**config.mk**
```make
export PLATFORM = sky130hd
export DESIGN_NAME = async_serial_rx_tx_core
export DESIGN_NICKNAME = d
export VERILOG_FILES = /design/src/hdl/async_serial_rx_tx_core.v
export VERILOG_INCLUDE_DIRS = /design/src /design/src/hdl
export SDC_FILE = /design/constraint.sdc
export NUM_CORES = 1
export LEC_CHECK = 0
export BUFFER_PORTS_ARGS = -buffer_cell sky130_fd_sc_hd__buf_2
export CAP_MARGIN = 10
export CELL_PAD_IN_SITES_DETAIL_PLACEMENT = 0
export CELL_PAD_IN_SITES_GLOBAL_PLACEMENT = 1
export CORE_ASPECT_RATIO = 0.7
export CORE_MARGIN = 4
export CORE_UTILIZATION = 45
export CTS_CLUSTER_DIAMETER = 50
export DETAILED_ROUTE_END_ITERATION = 7
export PLACE_DENSITY_LB_ADDON = 0.08
export SLEW_MARGIN = 20
export SYNTH_ARGS = -nofsm -noshare
export SYNTH_HDL_FRONTEND = slang
export SYNTH_SLANG_ARGS = --single-unit
```
**constraint.sdc**
```tcl
create_clock -name pclk -period 2.7 [get_ports pclk]
set_input_delay 0.405 -clock pclk [delete_from_list [all_inputs] [get_ports pclk]]
set_output_delay 0.405 -clock pclk [all_outputs]
set_load 0.02 [all_outputs]
```
**src/hdl/uart_core_defs.vh**
```
`ifndef UART_CORE_DEFS_VH
`define UART_CORE_DEFS_VH

// Register indices; the byte address is four times the index.
`define IDX_FRAME 6'h0e
`define IDX_LINE 6'h0f
`define IDX_FLAGS 6'h10
`define IDX_DATA 6'h11

// Frame control fields.
`define FC_RX9 7
`define FC_TX9 6
`define FC_CHAR9 4
`define FC_WAKE 3

// Line control fields.
`define LC_TIE 7
`define LC_TX_DONE_IRQ_EN 6
`define LC_RIE 5
`define LC_LINE_QUIET_IRQ_EN 4
`define LC_TXON 3
`define LC_RXON 2
`define LC_SLEEP 1
`define LC_BRK 0
`define LC_RESET 8'h00

// Line flag fields.
`define FL_TX_BUF_EMPTY_FLAG 7
`define FL_TC 6
`define FL_RX_BUF_FULL_FLAG 5
`define FL_IDLE 4
`define FL_OVR 3
`define FL_NF 2
`define FL_FE 1
`define FL_RESET 8'hc0
`define FL_RXMASK 8'h3e
`define FL_TXMASK 8'hc0

// Receive tick positions within one bit period.
`define RT_FIRST 5'h01
`define RT_LAST 5'h10
`define RT_V1 5'h03
`define RT_V2 5'h05
`define RT_V3 5'h07
`define RT_S1 5'h08
`define RT_S2 5'h09
`define RT_S3 5'h0a
`define TX_DIV_LAST 4'hf

// Frame lengths in bits and idle lengths in receive ticks.
`define FRAME8 4'ha
`define FRAME9 4'hb
`define STOP8 4'h9
`define STOP9 4'ha
`define RX_PARK 4'hf
`define IDLE8 8'ha0
`define IDLE9 8'hb0

`endif

```
**src/hdl/async_serial_rx_tx_core.v**
```verilog
// How it works
// - Receiver samples input on a 16x tick and aligns to each start bit.
// - Start, data and stop bits sampled at ticks 8, 9, 10; majority wins.
// - Noise flag set when the three samples of any bit disagree.
// - Low idle line tested three more times; two zeros accept a start.
// - Accepted start with non-zero verification samples also sets noise.
// - Non-break framing error: continue as if stop seen, force ones history.
// - After a break framing error, wait for a real one before next start.
// - Transmit bit period is sixteen receive ticks.
// - Data register: transmit buffer on write, last received on read; no reset.
// - Ninth received bit loads with the data byte; no reset.
// - Ninth transmit bit loads into the shifter with the byte; no reset.
// - Character length bit: 1 selects nine bits, 0 eight; no reset.
// - Wake method bit: 1 address mark, 0 idle line; no reset.
// - Interrupt from each flag except noise and framing error, with its enable; reset clears the enables.
// - Enabling transmitter first sends ten or eleven ones; reset clears enable.
// - Receiver off stops receiver and its interrupts, flags kept.
// - Sleep bit puts receiver in standby; hardware clears it on wake.
// - Break bit sends groups of zeros, then one logic 1 when cleared.
// - Buffer empty flag sets on load to shifter, clears by read then write.
// - Complete flag sets when buffer empty and line quiet; read then write clears.
// - Receive flags clear by flag read with flag set, then data read.
// - On overrun the new character is dropped, buffer kept.
// - Framing error together with overrun sets only overrun.
`include "uart_core_defs.vh"

module async_serial_rx_tx_core (
  input wire pclk,
  input wire presetn,
  input wire psel,
  input wire penable,
  input wire pwrite,
  input wire [7:0] paddr,
  input wire [31:0] pwdata,
  output reg [31:0] prdata,
  output reg pready,
  output reg pslverr,
  input wire rx_sample_tick,
  input wire serial_in_pin,
  output reg serial_out_pin,
  output reg irq_n
);

  localparam RX_HUNT = 2'b00;
  localparam RX_VERIFY = 2'b01;
  localparam RX_BITS = 2'b10;

  function hit;
    input [7:0] addr;
    input [5:0] idx;
    begin
      hit = (addr[7:2] == idx) && (addr[1:0] == 2'b00);
    end
  endfunction

  function maj3;
    input a;
    input b;
    input c;
    begin
      maj3 = (a & b) | (a & c) | (b & c);
    end
  endfunction

  reg rx_meta_reg;
  reg rx_sync_reg;
  reg [7:0] rx_data_reg;
  reg rx_ninth_bit;
  reg [7:0] tx_data_reg;
  reg tx_ninth_bit;
  reg char9_reg;
  reg wake_addr_reg;
  reg [7:0] line_control_reg;
  reg [7:0] flags_reg;
  reg [7:0] arm_reg;
  reg [1:0] rx_state_reg;
  reg [4:0] rt_reg;
  reg [3:0] bit_idx_reg;
  reg [2:0] samp_reg;
  reg [1:0] vzero_reg;
  reg noise_acc_reg;
  reg allzero_reg;
  reg [8:0] rx_sh_reg;
  reg prev_high_reg;
  reg need_high_reg;
  reg [7:0] high_cnt_reg;
  reg rx_done_reg;
  reg rx_fe_reg;
  reg rx_nf_reg;
  reg idle_seen_reg;
  reg idle_arm_reg;
  reg [3:0] tx_div_reg;
  reg [10:0] tx_sh_reg;
  reg [3:0] tx_cnt_reg;
  reg tx_active_reg;
  reg pre_pend_reg;
  reg brk_was_reg;
  reg tx_load_reg;

  wire access = psel & penable & pready;
  wire wr = access & pwrite;
  wire rd = access & ~pwrite;
  wire hit_frame = hit(paddr, `IDX_FRAME);
  wire hit_line = hit(paddr, `IDX_LINE);
  wire hit_flags = hit(paddr, `IDX_FLAGS);
  wire hit_data = hit(paddr, `IDX_DATA);
  wire rx_on = line_control_reg[`LC_RXON];
  wire sleeping = line_control_reg[`LC_SLEEP];
  wire [3:0] frame_len = char9_reg ? `FRAME9 : `FRAME8;
  wire [3:0] stop_idx = char9_reg ? `STOP9 : `STOP8;
  wire [7:0] idle_len = char9_reg ? `IDLE9 : `IDLE8;
  wire tick = rx_sample_tick;
  wire bit_en = tick & (tx_div_reg == `TX_DIV_LAST);
  wire te_rise = wr & hit_line & pwdata[`LC_TXON] & ~line_control_reg[`LC_TXON];
  wire [7:0] got_data = char9_reg ? rx_sh_reg[7:0] : rx_sh_reg[8:1];
  wire got_mark = char9_reg ? rx_sh_reg[8] : rx_sh_reg[8];
  wire vote = maj3(samp_reg[0], samp_reg[1], rx_sync_reg);
  wire odd = ~((samp_reg[0] == samp_reg[1]) && (samp_reg[1] == rx_sync_reg));
  wire addr_wake = rx_done_reg & sleeping & wake_addr_reg & got_mark;
  wire idle_wake = idle_seen_reg & sleeping & ~wake_addr_reg;
  wire accept = rx_done_reg & (~sleeping | addr_wake);
  wire [7:0] rx_clr = (rd & hit_data) ? (arm_reg & `FL_RXMASK) : 8'h00;
  wire [7:0] tx_clr = (wr & hit_data) ? (arm_reg & `FL_TXMASK) : 8'h00;
  wire tx_buf_empty_flag_stays = flags_reg[`FL_TX_BUF_EMPTY_FLAG] & ~tx_clr[`FL_TX_BUF_EMPTY_FLAG];
  wire tc_set = tx_buf_empty_flag_stays & ~tx_active_reg & ~pre_pend_reg & ~brk_was_reg & ~line_control_reg[`LC_BRK];
  reg [7:0] flag_set;

  always @*
  begin
    flag_set = 8'h00;
    flag_set[`FL_TX_BUF_EMPTY_FLAG] = tx_load_reg;
    flag_set[`FL_TC] = tc_set;
    if (accept)
    begin
      if (flags_reg[`FL_RX_BUF_FULL_FLAG] & ~rx_clr[`FL_RX_BUF_FULL_FLAG])
        flag_set[`FL_OVR] = 1'b1;
      else
      begin
        flag_set[`FL_RX_BUF_FULL_FLAG] = 1'b1;
        flag_set[`FL_NF] = rx_nf_reg;
        flag_set[`FL_FE] = rx_fe_reg;
      end
    end
    flag_set[`FL_IDLE] = idle_seen_reg & ~sleeping;
  end

  // Input synchroniser; only the second stage is read.
  always @(posedge pclk or negedge presetn)
  begin
    if (!presetn)
    begin
      rx_meta_reg <= 1'b1;
      rx_sync_reg <= 1'b1;
    end
    else
    begin
      rx_meta_reg <= serial_in_pin;
      rx_sync_reg <= rx_meta_reg;
    end
  end

  // Storage that reset leaves alone.
  always @(posedge pclk)
  begin
    if (wr & hit_data)
    begin
      tx_data_reg <= pwdata[7:0];
    end
    if (wr & hit_frame)
    begin
      tx_ninth_bit <= pwdata[`FC_TX9];
      char9_reg <= pwdata[`FC_CHAR9];
      wake_addr_reg <= pwdata[`FC_WAKE];
    end
    if (accept & ~(flags_reg[`FL_RX_BUF_FULL_FLAG] & ~rx_clr[`FL_RX_BUF_FULL_FLAG]))
    begin
      rx_data_reg <= got_data;
      rx_ninth_bit <= rx_sh_reg[8];
    end
  end

  // APB slave, control and flags; register answers with no wait state.
  always @(posedge pclk or negedge presetn)
  begin
    if (!presetn)
    begin
      prdata <= 32'h0000_0000;
      pready <= 1'b0;
      pslverr <= 1'b0;
      line_control_reg <= `LC_RESET;
      flags_reg <= `FL_RESET;
      arm_reg <= 8'h00;
      irq_n <= 1'b1;
    end
    else
    begin
      pready <= psel & ~penable;
      if (psel & ~penable)
      begin
        pslverr <= ~(hit_frame | hit_line | hit_flags | hit_data);
        prdata <= 32'h0000_0000;
        if (hit_data)
          prdata[7:0] <= rx_data_reg;
        if (hit_frame)
          prdata[7:0] <= {rx_ninth_bit, tx_ninth_bit, 1'b0, char9_reg, wake_addr_reg, 3'b000};
        if (hit_line)
          prdata[7:0] <= line_control_reg;
        if (hit_flags)
          prdata[7:0] <= flags_reg;
      end
      else
      begin
        pslverr <= 1'b0;
      end
      if (wr & hit_line)
        line_control_reg <= pwdata[7:0];
      else if (addr_wake | idle_wake)
        line_control_reg[`LC_SLEEP] <= 1'b0;
      flags_reg <= (flags_reg & ~(rx_clr | tx_clr)) | flag_set;
      if (rd & hit_flags)
        arm_reg <= flags_reg;
      else if (access & hit_data)
        arm_reg <= arm_reg & ~(pwrite ? `FL_TXMASK : `FL_RXMASK);
      irq_n <= ~((flags_reg[`FL_TX_BUF_EMPTY_FLAG] & line_control_reg[`LC_TIE]) |
                 (flags_reg[`FL_TC] & line_control_reg[`LC_TX_DONE_IRQ_EN]) |
                 ((flags_reg[`FL_RX_BUF_FULL_FLAG] | flags_reg[`FL_OVR]) & line_control_reg[`LC_RIE] & rx_on) |
                 (flags_reg[`FL_IDLE] & line_control_reg[`LC_LINE_QUIET_IRQ_EN] & rx_on));
    end
  end

  // Receiver.
  always @(posedge pclk or negedge presetn)
  begin
    if (!presetn)
    begin
      rx_state_reg <= RX_HUNT;
      rt_reg <= `RT_FIRST;
      bit_idx_reg <= 4'h0;
      samp_reg <= 3'b111;
      vzero_reg <= 2'b00;
      noise_acc_reg <= 1'b0;
      allzero_reg <= 1'b0;
      rx_sh_reg <= 9'h000;
      prev_high_reg <= 1'b0;
      need_high_reg <= 1'b1;
      high_cnt_reg <= 8'h00;
      rx_done_reg <= 1'b0;
      rx_fe_reg <= 1'b0;
      rx_nf_reg <= 1'b0;
      idle_seen_reg <= 1'b0;
      idle_arm_reg <= 1'b0;
    end
    else
    begin
      rx_done_reg <= 1'b0;
      idle_seen_reg <= 1'b0;
      if (!rx_on)
      begin
        rx_state_reg <= RX_HUNT;
        prev_high_reg <= 1'b0;
        high_cnt_reg <= 8'h00;
      end
      else if (tick)
      begin
        if (rx_sync_reg)
        begin
          need_high_reg <= 1'b0;
          if (high_cnt_reg != idle_len)
            high_cnt_reg <= high_cnt_reg + 8'h01;
          if (high_cnt_reg == idle_len - 8'h01 && (idle_arm_reg | sleeping))
          begin
            idle_seen_reg <= 1'b1;
            idle_arm_reg <= 1'b0;
          end
        end
        else
        begin
          high_cnt_reg <= 8'h00;
        end
        case (rx_state_reg)
          RX_HUNT:
          begin
            prev_high_reg <= rx_sync_reg & ~need_high_reg;
            if (prev_high_reg & ~rx_sync_reg & ~need_high_reg)
            begin
              rx_state_reg <= RX_VERIFY;
              rt_reg <= `RT_FIRST + 5'h01;
              vzero_reg <= 2'b00;
              noise_acc_reg <= 1'b0;
            end
          end
          RX_VERIFY:
          begin
            rt_reg <= rt_reg + 5'h01;
            if ((rt_reg == `RT_V1) || (rt_reg == `RT_V2))
            begin
              if (!rx_sync_reg)
                vzero_reg <= vzero_reg + 2'b01;
              else
                noise_acc_reg <= 1'b1;
            end
            if (rt_reg == `RT_V3)
            begin
              if (vzero_reg == 2'b10 || (vzero_reg == 2'b01 && !rx_sync_reg))
              begin
                rx_state_reg <= RX_BITS;
                bit_idx_reg <= 4'h0;
                allzero_reg <= 1'b1;
                if (rx_sync_reg)
                  noise_acc_reg <= 1'b1;
              end
              else
              begin
                rx_state_reg <= RX_HUNT;
                prev_high_reg <= rx_sync_reg;
              end
            end
          end
          RX_BITS:
          begin
            rt_reg <= (rt_reg == `RT_LAST) ? `RT_FIRST : rt_reg + 5'h01;
            if (rt_reg == `RT_LAST)
              bit_idx_reg <= bit_idx_reg + 4'h1;
            // A low stop bit outside a break waits out its bit period, so the artificial start falls where the next start is due.
            if (rt_reg == `RT_LAST && bit_idx_reg == `RX_PARK)
            begin
              rx_state_reg <= RX_HUNT;
              prev_high_reg <= 1'b1;
            end
            if ((rt_reg == `RT_S1) || (rt_reg == `RT_S2))
              samp_reg <= {samp_reg[1:0], rx_sync_reg};
            if (rt_reg == `RT_S3)
            begin
              if (odd)
                noise_acc_reg <= 1'b1;
              if (vote)
                allzero_reg <= 1'b0;
              if (bit_idx_reg == 4'h0 && vote)
              begin
                rx_state_reg <= RX_HUNT;
                prev_high_reg <= 1'b1;
              end
              else if (bit_idx_reg == stop_idx)
              begin
                rx_done_reg <= 1'b1;
                rx_fe_reg <= ~vote;
                rx_nf_reg <= noise_acc_reg | odd;
                idle_arm_reg <= 1'b1;
                if (!vote && allzero_reg)
                begin
                  rx_state_reg <= RX_HUNT;
                  need_high_reg <= 1'b1;
                  prev_high_reg <= 1'b0;
                end
                else if (!vote)
                begin
                  bit_idx_reg <= `RX_PARK;
                end
                else
                begin
                  rx_state_reg <= RX_HUNT;
                  prev_high_reg <= 1'b1;
                end
              end
              else if (bit_idx_reg != 4'h0)
              begin
                rx_sh_reg <= {vote, rx_sh_reg[8:1]};
              end
            end
          end
          default:
          begin
            rx_state_reg <= RX_HUNT;
          end
        endcase
      end
    end
  end

  // Transmitter; each bit lasts sixteen receive ticks.
  always @(posedge pclk or negedge presetn)
  begin
    if (!presetn)
    begin
      tx_div_reg <= 4'h0;
      tx_sh_reg <= 11'h7ff;
      tx_cnt_reg <= 4'h0;
      tx_active_reg <= 1'b0;
      pre_pend_reg <= 1'b0;
      brk_was_reg <= 1'b0;
      tx_load_reg <= 1'b0;
      serial_out_pin <= 1'b1;
    end
    else
    begin
      tx_load_reg <= 1'b0;
      if (tick)
        tx_div_reg <= tx_div_reg + 4'h1;
      if (te_rise)
        pre_pend_reg <= 1'b1;
      if (bit_en)
      begin
        if (tx_cnt_reg != 4'h0)
        begin
          serial_out_pin <= tx_sh_reg[0];
          tx_sh_reg <= {1'b1, tx_sh_reg[10:1]};
          tx_cnt_reg <= tx_cnt_reg - 4'h1;
        end
        else if (pre_pend_reg & ~te_rise)
        begin
          serial_out_pin <= 1'b1;
          tx_sh_reg <= 11'h7ff;
          tx_cnt_reg <= frame_len - 4'h1;
          tx_active_reg <= 1'b1;
          pre_pend_reg <= 1'b0;
        end
        else if (line_control_reg[`LC_BRK])
        begin
          serial_out_pin <= 1'b0;
          tx_sh_reg <= 11'h000;
          tx_cnt_reg <= frame_len - 4'h1;
          tx_active_reg <= 1'b1;
          brk_was_reg <= 1'b1;
        end
        else if (brk_was_reg)
        begin
          serial_out_pin <= 1'b1;
          tx_sh_reg <= 11'h7ff;
          tx_active_reg <= 1'b1;
          brk_was_reg <= 1'b0;
        end
        else if (line_control_reg[`LC_TXON] & ~flags_reg[`FL_TX_BUF_EMPTY_FLAG])
        begin
          serial_out_pin <= 1'b0;
          tx_sh_reg <= char9_reg ? {2'b11, tx_ninth_bit, tx_data_reg} : {3'b111, tx_data_reg};
          tx_cnt_reg <= frame_len - 4'h1;
          tx_active_reg <= 1'b1;
          tx_load_reg <= 1'b1;
        end
        else
        begin
          serial_out_pin <= 1'b1;
          tx_active_reg <= 1'b0;
        end
      end
    end
  end

endmodule

```
==> results of run 1 <==
==> what timing repair did <==
item | in CTS | in global routing
hold endpoints to repair | 4 | 0
gates resized for setup | 0 | 0
hold buffers | 1 | 0
==> how the worst max path moves through the flow <==
stage | slack (ns) | start | end | depth (start not counted)
6_report | 0.26 | line_control_reg[3]$_DFFE_PN0N_ | tx_sh_reg[10]$_DFFE_PN1P_ | 5
5_1_grt | 0.14 | line_control_reg[3]$_DFFE_PN0N_ | tx_sh_reg[10]$_DFFE_PN1P_ | 5
4_1_cts | 0.26 | line_control_reg[3]$_DFFE_PN0N_ | tx_sh_reg[10]$_DFFE_PN1P_ | 5
3_5_place_dp | 0.13 | paddr[1] | tx_sh_reg[10]$_DFFE_PN1P_ | 6
3_3_place_gp | 0.15 | paddr[1] | tx_sh_reg[10]$_DFFE_PN1P_ | 6
2_1_floorplan | 0.23 | paddr[3] | rx_data_reg[0]$_DFFE_PP_ | 5
==> per-layer routing <==
layer / share of wire, % / vias up
met5: 0 / -
met4: 0.75 / 0
met3: 5.6 / 8
met2: 41 / 137
met1: 52 / 2374
li1: - / 2297
==> placed cells by master (no fill, tap or decap), types with 7 or more instances in the layout <==
cell type  count
a21oi_1       17
a22o_1        15
a22oi_1        7
buf_2         33
buf_4         25
clkbuf_16     17
conb_1        24
dfrtp_1       79
dfstp_2       21
edfxtp_1      20
ha_1          18
inv_1         26
inv_6          7
mux2_2        25
nand2_1       61
nand2b_1       7
nand3_1       12
nand4_1        8
nor2_1        50
nor3_1        11
o21ai_0       49
o22ai_1        7
o2bb2ai_1     12
o31ai_1        9
==> per-stage QoR <==
step	hold slack, ns	instances	util (%)	setup WS [ns]	cell area [um2]
CTS	0.0683	859	54.1	0.261	7240
global route	0.0722	859	54.1	0.139	7240
finish	0.0883	859	54.1	0.263	7240
detailed placement	0.350	826	49.6	0.130	6640
global placement	0.346	826	49.6	0.153	6640
floorplan	0.109	635	-	0.227	6360
==> logic make-up (layout without fill, tap and decap cells) <==
group	after synthesis	count (layout)	share of synthesized area [%]
compound gates	168	168	18.8
xor+xnor	7	7	0.977
fa+ha+maj	18	18	3.59
buf+inv	78	117	6.40
flops	120	120	49.9
mux	29	29	5.12
other cells	1	24	0.0598
simple gates	191	191	15.2
==> cell type report <==
class,instances,share of cell area [%]
inverters,26,1.35
clock inverters,14,2.25
multi-input cells,437,39.1
repair buffers,59,5.01
flip-flops and latches,120,43.2
well taps,185,3.20
clock buffers,18,5.92
==> power breakdown <==
part,switching (mW),total (mW),internal (mW)
logic,0.715,1.19,0.479
registers,0.202,2.32,2.12
clock network,0.881,2.26,1.38
==> impl_metrics.json, run 1 <==
{
  "area_growth_pct": 15.4,
  "worst_pin_slew_ns": 0.665,
  "whs_path_depth": 1,
  "num_rows": 35,
  "use_met3_pct": 4.90,
  "slew_headroom_pct": 55.7,
  "critPathKind": "register to register",
  "cts-root-buf": "clkbuf_16",
  "max_cap_viol_count": 0,
  "diodes": 0,
  "crit_path_max_fanout": 16,
  "drt.antenna.violating_nets": 0,
  "finalSetupViolations": 0,
  "dieHeight_um": 107,
  "synth-main-ff-cell": "dfrtp_1",
  "drc": 0,
  "ys_top_cells_by_area": "dfrtp_1, edfxtp_1, dfstp_2",
  "grt.overflow.total": 0,
  "fin_nets": 726,
  "cts_made_buffers": 17,
  "cpMaxStageDelayCell": "or4bb_1",
  "grt_use_met2_pct": 26.0,
  "io_pins": 83,
  "grt_usage_pct": 19.3,
  "clk_path_buf_depth": 2,
  "cts_sinks": 120,
  "top_usage_layer": "met1",
  "ff2ff_setup_slack_ns": 0.26,
  "critical_path.top_delay_family": "simple AND/OR/NAND/NOR gates",
  "min_path_type": "input port to register",
  "max_freq_mhz": 410,
  "finalCritPeriodShare_pct": 90.3,
  "tns_ns": 0,
  "p_total_mw": 5.78,
  "drv_slew": 0,
  "min_to": "rx_meta_reg$_DFF_PN1_",
  "worstPathArrival_ns": 2.75,
  "hold_viol": 0,
  "synth-seq-area-share_pct": 49.9,
  "synth.most_common_cell": "dfrtp_1",
  "multi_input_comb_area_um2": 2830,
  "clock_latency_ns": 0.41,
  "cp_slowest_stage_delay_ns": 0.50,
  "die_x_um": 149,
  "drt_iter0_drc": 281,
  "synth_top_area_cell": "dfrtp_1",
  "nFillCells": 1218,
  "synth.distinct_cells": 69,
  "worst_clock_skew_ns": 0.00835,
  "viasPerCell": 5.61,
  "synth_area_um2": 6280,
  "grt_pass1_vias": 4578,
  "cts_tree": "built",
  "post_cts_buffers": 0,
  "min_from": "serial_in_pin",
  "num_vias": 4816,
  "hpwl_um": 10800,
  "htree_levels": 4,
  "grt_pass1_wl_um": 24300,
  "ys_seq_elements": 120,
  "synth_cells": 612,
  "clkTransAtPathRegs_ns": 0.06,
  "routabilityCongestion": 0.888,
  "drive_gt1_share_pct": 22.4,
  "cp-end-kind": "register",
  "synthArstFlopShare_pct": 83.3,
  "postSynthAreaPerCell_um2": 10.3,
  "r2r_cells": 5,
  "coreArea_um2": 13400,
  "wl_per_cell_um": 17.1,
  "wl_um": 14700,
  "synth-edff-count": 20,
  "antenna_found_initial": 0,
  "status": "finished, final reports clean",
  "rsz0062_at_grt": "no",
  "largest_reg_flops": 11,
  "path_buf_inv": 0,
  "synthDominantCellAreaShare_pct": 31.5,
  "r2r-start": "line_control_reg[3]$_DFFE_PN0N_",
  "r2r-end": "tx_sh_reg[10]$_DFFE_PN1P_",
  "yosysWarnings": 0,
  "seqCellArea_um2": 3130,
  "grt_max_degree": 45,
  "initial_core_util_pct": 46.8,
  "synth_common_cells": "dfrtp_1, nand2_1, nor2_1",
  "io_buffer_count": 34,
  "critical_path_required_ns": 3.01,
  "cp_cell_sequence": "or4bb_1, or4_4, and2_4, o31ai_4, a21boi_0",
  "p_per_area_nw_per_um2": 797,
  "p_leak_nw": 3.19,
  "start_kind": "register",
  "design.die.area_um2": 15900,
  "first_pass_iters": 5,
  "min_period_ns": 2.44,
  "use_met1_pct": 30.5,
  "irDropWorstVdd_mv": 0.407
}
Note: power is estimated with default switching activity, not from simulation.
==> run 2: changes to the inputs <==
--- a/config.mk
+++ b/config.mk
@@ -16,6 +16,7 @@
 export CTS_CLUSTER_DIAMETER = 50
 export DETAILED_ROUTE_END_ITERATION = 7
 export PLACE_DENSITY_LB_ADDON = 0.08
+export RECOVER_POWER = 100
 export SLEW_MARGIN = 20
 export SYNTH_ARGS = -nofsm -noshare
 export SYNTH_HDL_FRONTEND = slang
==> impl_metrics.json, run 2 (same netlist as run 1, synthesis figures left out) <==
{
  "worst_clock_skew_ns": 0.00854,
  "viasPerCell": 5.55,
  "clock_latency_ns": 0.41,
  "max_cap_viol_count": 0,
  "worstPathArrival_ns": 2.75,
  "grt_usage_pct": 19.3,
  "wl_per_cell_um": 17.1,
  "rsz0062_at_grt": "no",
  "drive_gt1_share_pct": 16.5,
  "final_cell_mix": "dfrtp_1, nand2_1, nor2_1, o21ai_0, clkbuf_1",
  "cts_tree": "built",
  "grt_pass1_vias": 4578,
  "slew_headroom_pct": 25.8,
  "first_pass_iters": 5,
  "finalCritPeriodShare_pct": 90.4,
  "cts_sinks": 120,
  "startpoint": "line_control_reg[3]$_DFFE_PN0N_",
  "ff2ff_setup_slack_ns": 0.26,
  "min_to": "rx_meta_reg$_DFF_PN1_",
  "wl_um": 14700,
  "grt_max_degree": 45,
  "largest_reg_flops": 11,
  "routabilityCongestion": 0.888,
  "irDropWorstVdd_mv": 0.409,
  "post_cts_resized": 0,
  "crit_path_max_fanout": 16,
  "htree_levels": 4,
  "r2r-start": "line_control_reg[3]$_DFFE_PN0N_",
  "cts-root-buf": "clkbuf_16",
  "num_vias": 4765,
  "diodes": 0,
  "cp-end-kind": "register",
  "cts_made_buffers": 17,
  "clkTransAtPathRegs_ns": 0.06,
  "whs_path_depth": 1,
  "critical_path_required_ns": 3.01,
  "p_leak_nw": 3.06,
  "initial_core_util_pct": 46.8,
  "drv_slew": 0,
  "grt_pass1_wl_um": 24300,
  "min_path_type": "input port to register",
  "min_period_ns": 2.44,
  "status": "finished, final reports clean",
  "fin_cells": 859,
  "nFillCells": 1249,
  "p_per_area_nw_per_um2": 806,
  "design.die.area_um2": 15900,
  "die_x_um": 149,
  "drt.antenna.violating_nets": 0,
  "clk_path_buf_depth": 2,
  "grt.overflow.total": 0,
  "coreArea_um2": 13400,
  "io_pins": 83,
  "critPathKind": "register to register",
  "finalSetupViolations": 0,
  "antenna_found_initial": 0,
  "layout_commonest_cell": "dfrtp_1",
  "min_from": "serial_in_pin",
  "r2r_cells": 5,
  "tns_ns": 0,
  "dp_cells": 826,
  "max_freq_mhz": 409,
  "fin_nets": 726,
  "r2r-end": "tx_sh_reg[10]$_DFFE_PN1P_",
  "io_buffer_count": 34,
  "start_kind": "register",
  "dieHeight_um": 107,
  "area_growth_pct": 13.8,
  "drt_iter0_drc": 331,
  "num_rows": 35,
  "worst_pin_slew_ns": 1.11,
  "drc": 0,
  "hpwl_um": 10800,
  "hold_viol": 0,
  "p_total_mw": 5.75
}
==> run 2: repair_timing <==
item | in CTS | in global routing
hold buffers | 1 | 0
endpoints found under the hold margin | 4 | 0
buffers inserted | 0 | 0
==> run 2: metal layers <==
metal / track usage [%] / routed length, um / part of all wire [%]
met1: 30.5 / 7740 / 53
met5: 0 / 0 / 0
met3: 4.90 / 771 / 5.2
met4: 4.77 / 118 / 0.80
met2: 26.0 / 6070 / 41
==> run 2: worst max-delay path by stage <==
stage                     slack (ns)                           to
after floorplan                 0.23     rx_data_reg[0]$_DFFE_PP_
after global placement          0.15    tx_sh_reg[10]$_DFFE_PN1P_
after detailed placement        0.13    tx_sh_reg[10]$_DFFE_PN1P_
after CTS                       0.26    tx_sh_reg[10]$_DFFE_PN1P_
after global routing            0.11  high_cnt_reg[0]$_DFFE_PN0P_
final                           0.26    tx_sh_reg[10]$_DFFE_PN1P_
==> run 2: critical path: stages, from the launching register on <==
cell,delay [ns]
dfrtp_1,0.44
or4bb_1,0.50
or4_4,0.47
and2_4,0.25
o31ai_4,0.50
a21boi_0,0.17
==> run 2: final cells by class <==
cell class                      instances  area [um2]  share of cell area [%]
Timing Repair Buffer                   59         274                    3.84
Clock buffer                           18         429                    6.01
Clock inverter                         14         163                    2.28
Tap cell                              185         231                    3.24
Sequential cell                       120        3130                    43.8
Multi-Input combinational cell        437        2820                    39.4
Inverter                               26        97.6                    1.37
==> run 2: per-stage QoR <==
step	util (%)	instance area [um2]	hold slack [ns]	setup slack (ns)
2_1_floorplan	-	6360	0.109	0.227
3_3_place_gp	49.6	6640	0.346	0.153
3_5_place_dp	49.6	6640	0.350	0.130
4_1_cts	54.1	7240	0.0683	0.261
5_1_grt	53.3	7140	0.0722	0.114
6_report	53.3	7140	0.0877	0.258
==> run 2: power breakdown <==
| group | internal [mW] | leakage [nW] | switching [mW] |
|---|---|---|---|
| Combinational | 0.460 | 1.31 | 0.715 |
| Clock | 1.38 | 0.283 | 0.883 |
| Sequential | 2.11 | 1.46 | 0.201 |
| Total | 3.96 | 3.06 | 1.80 |
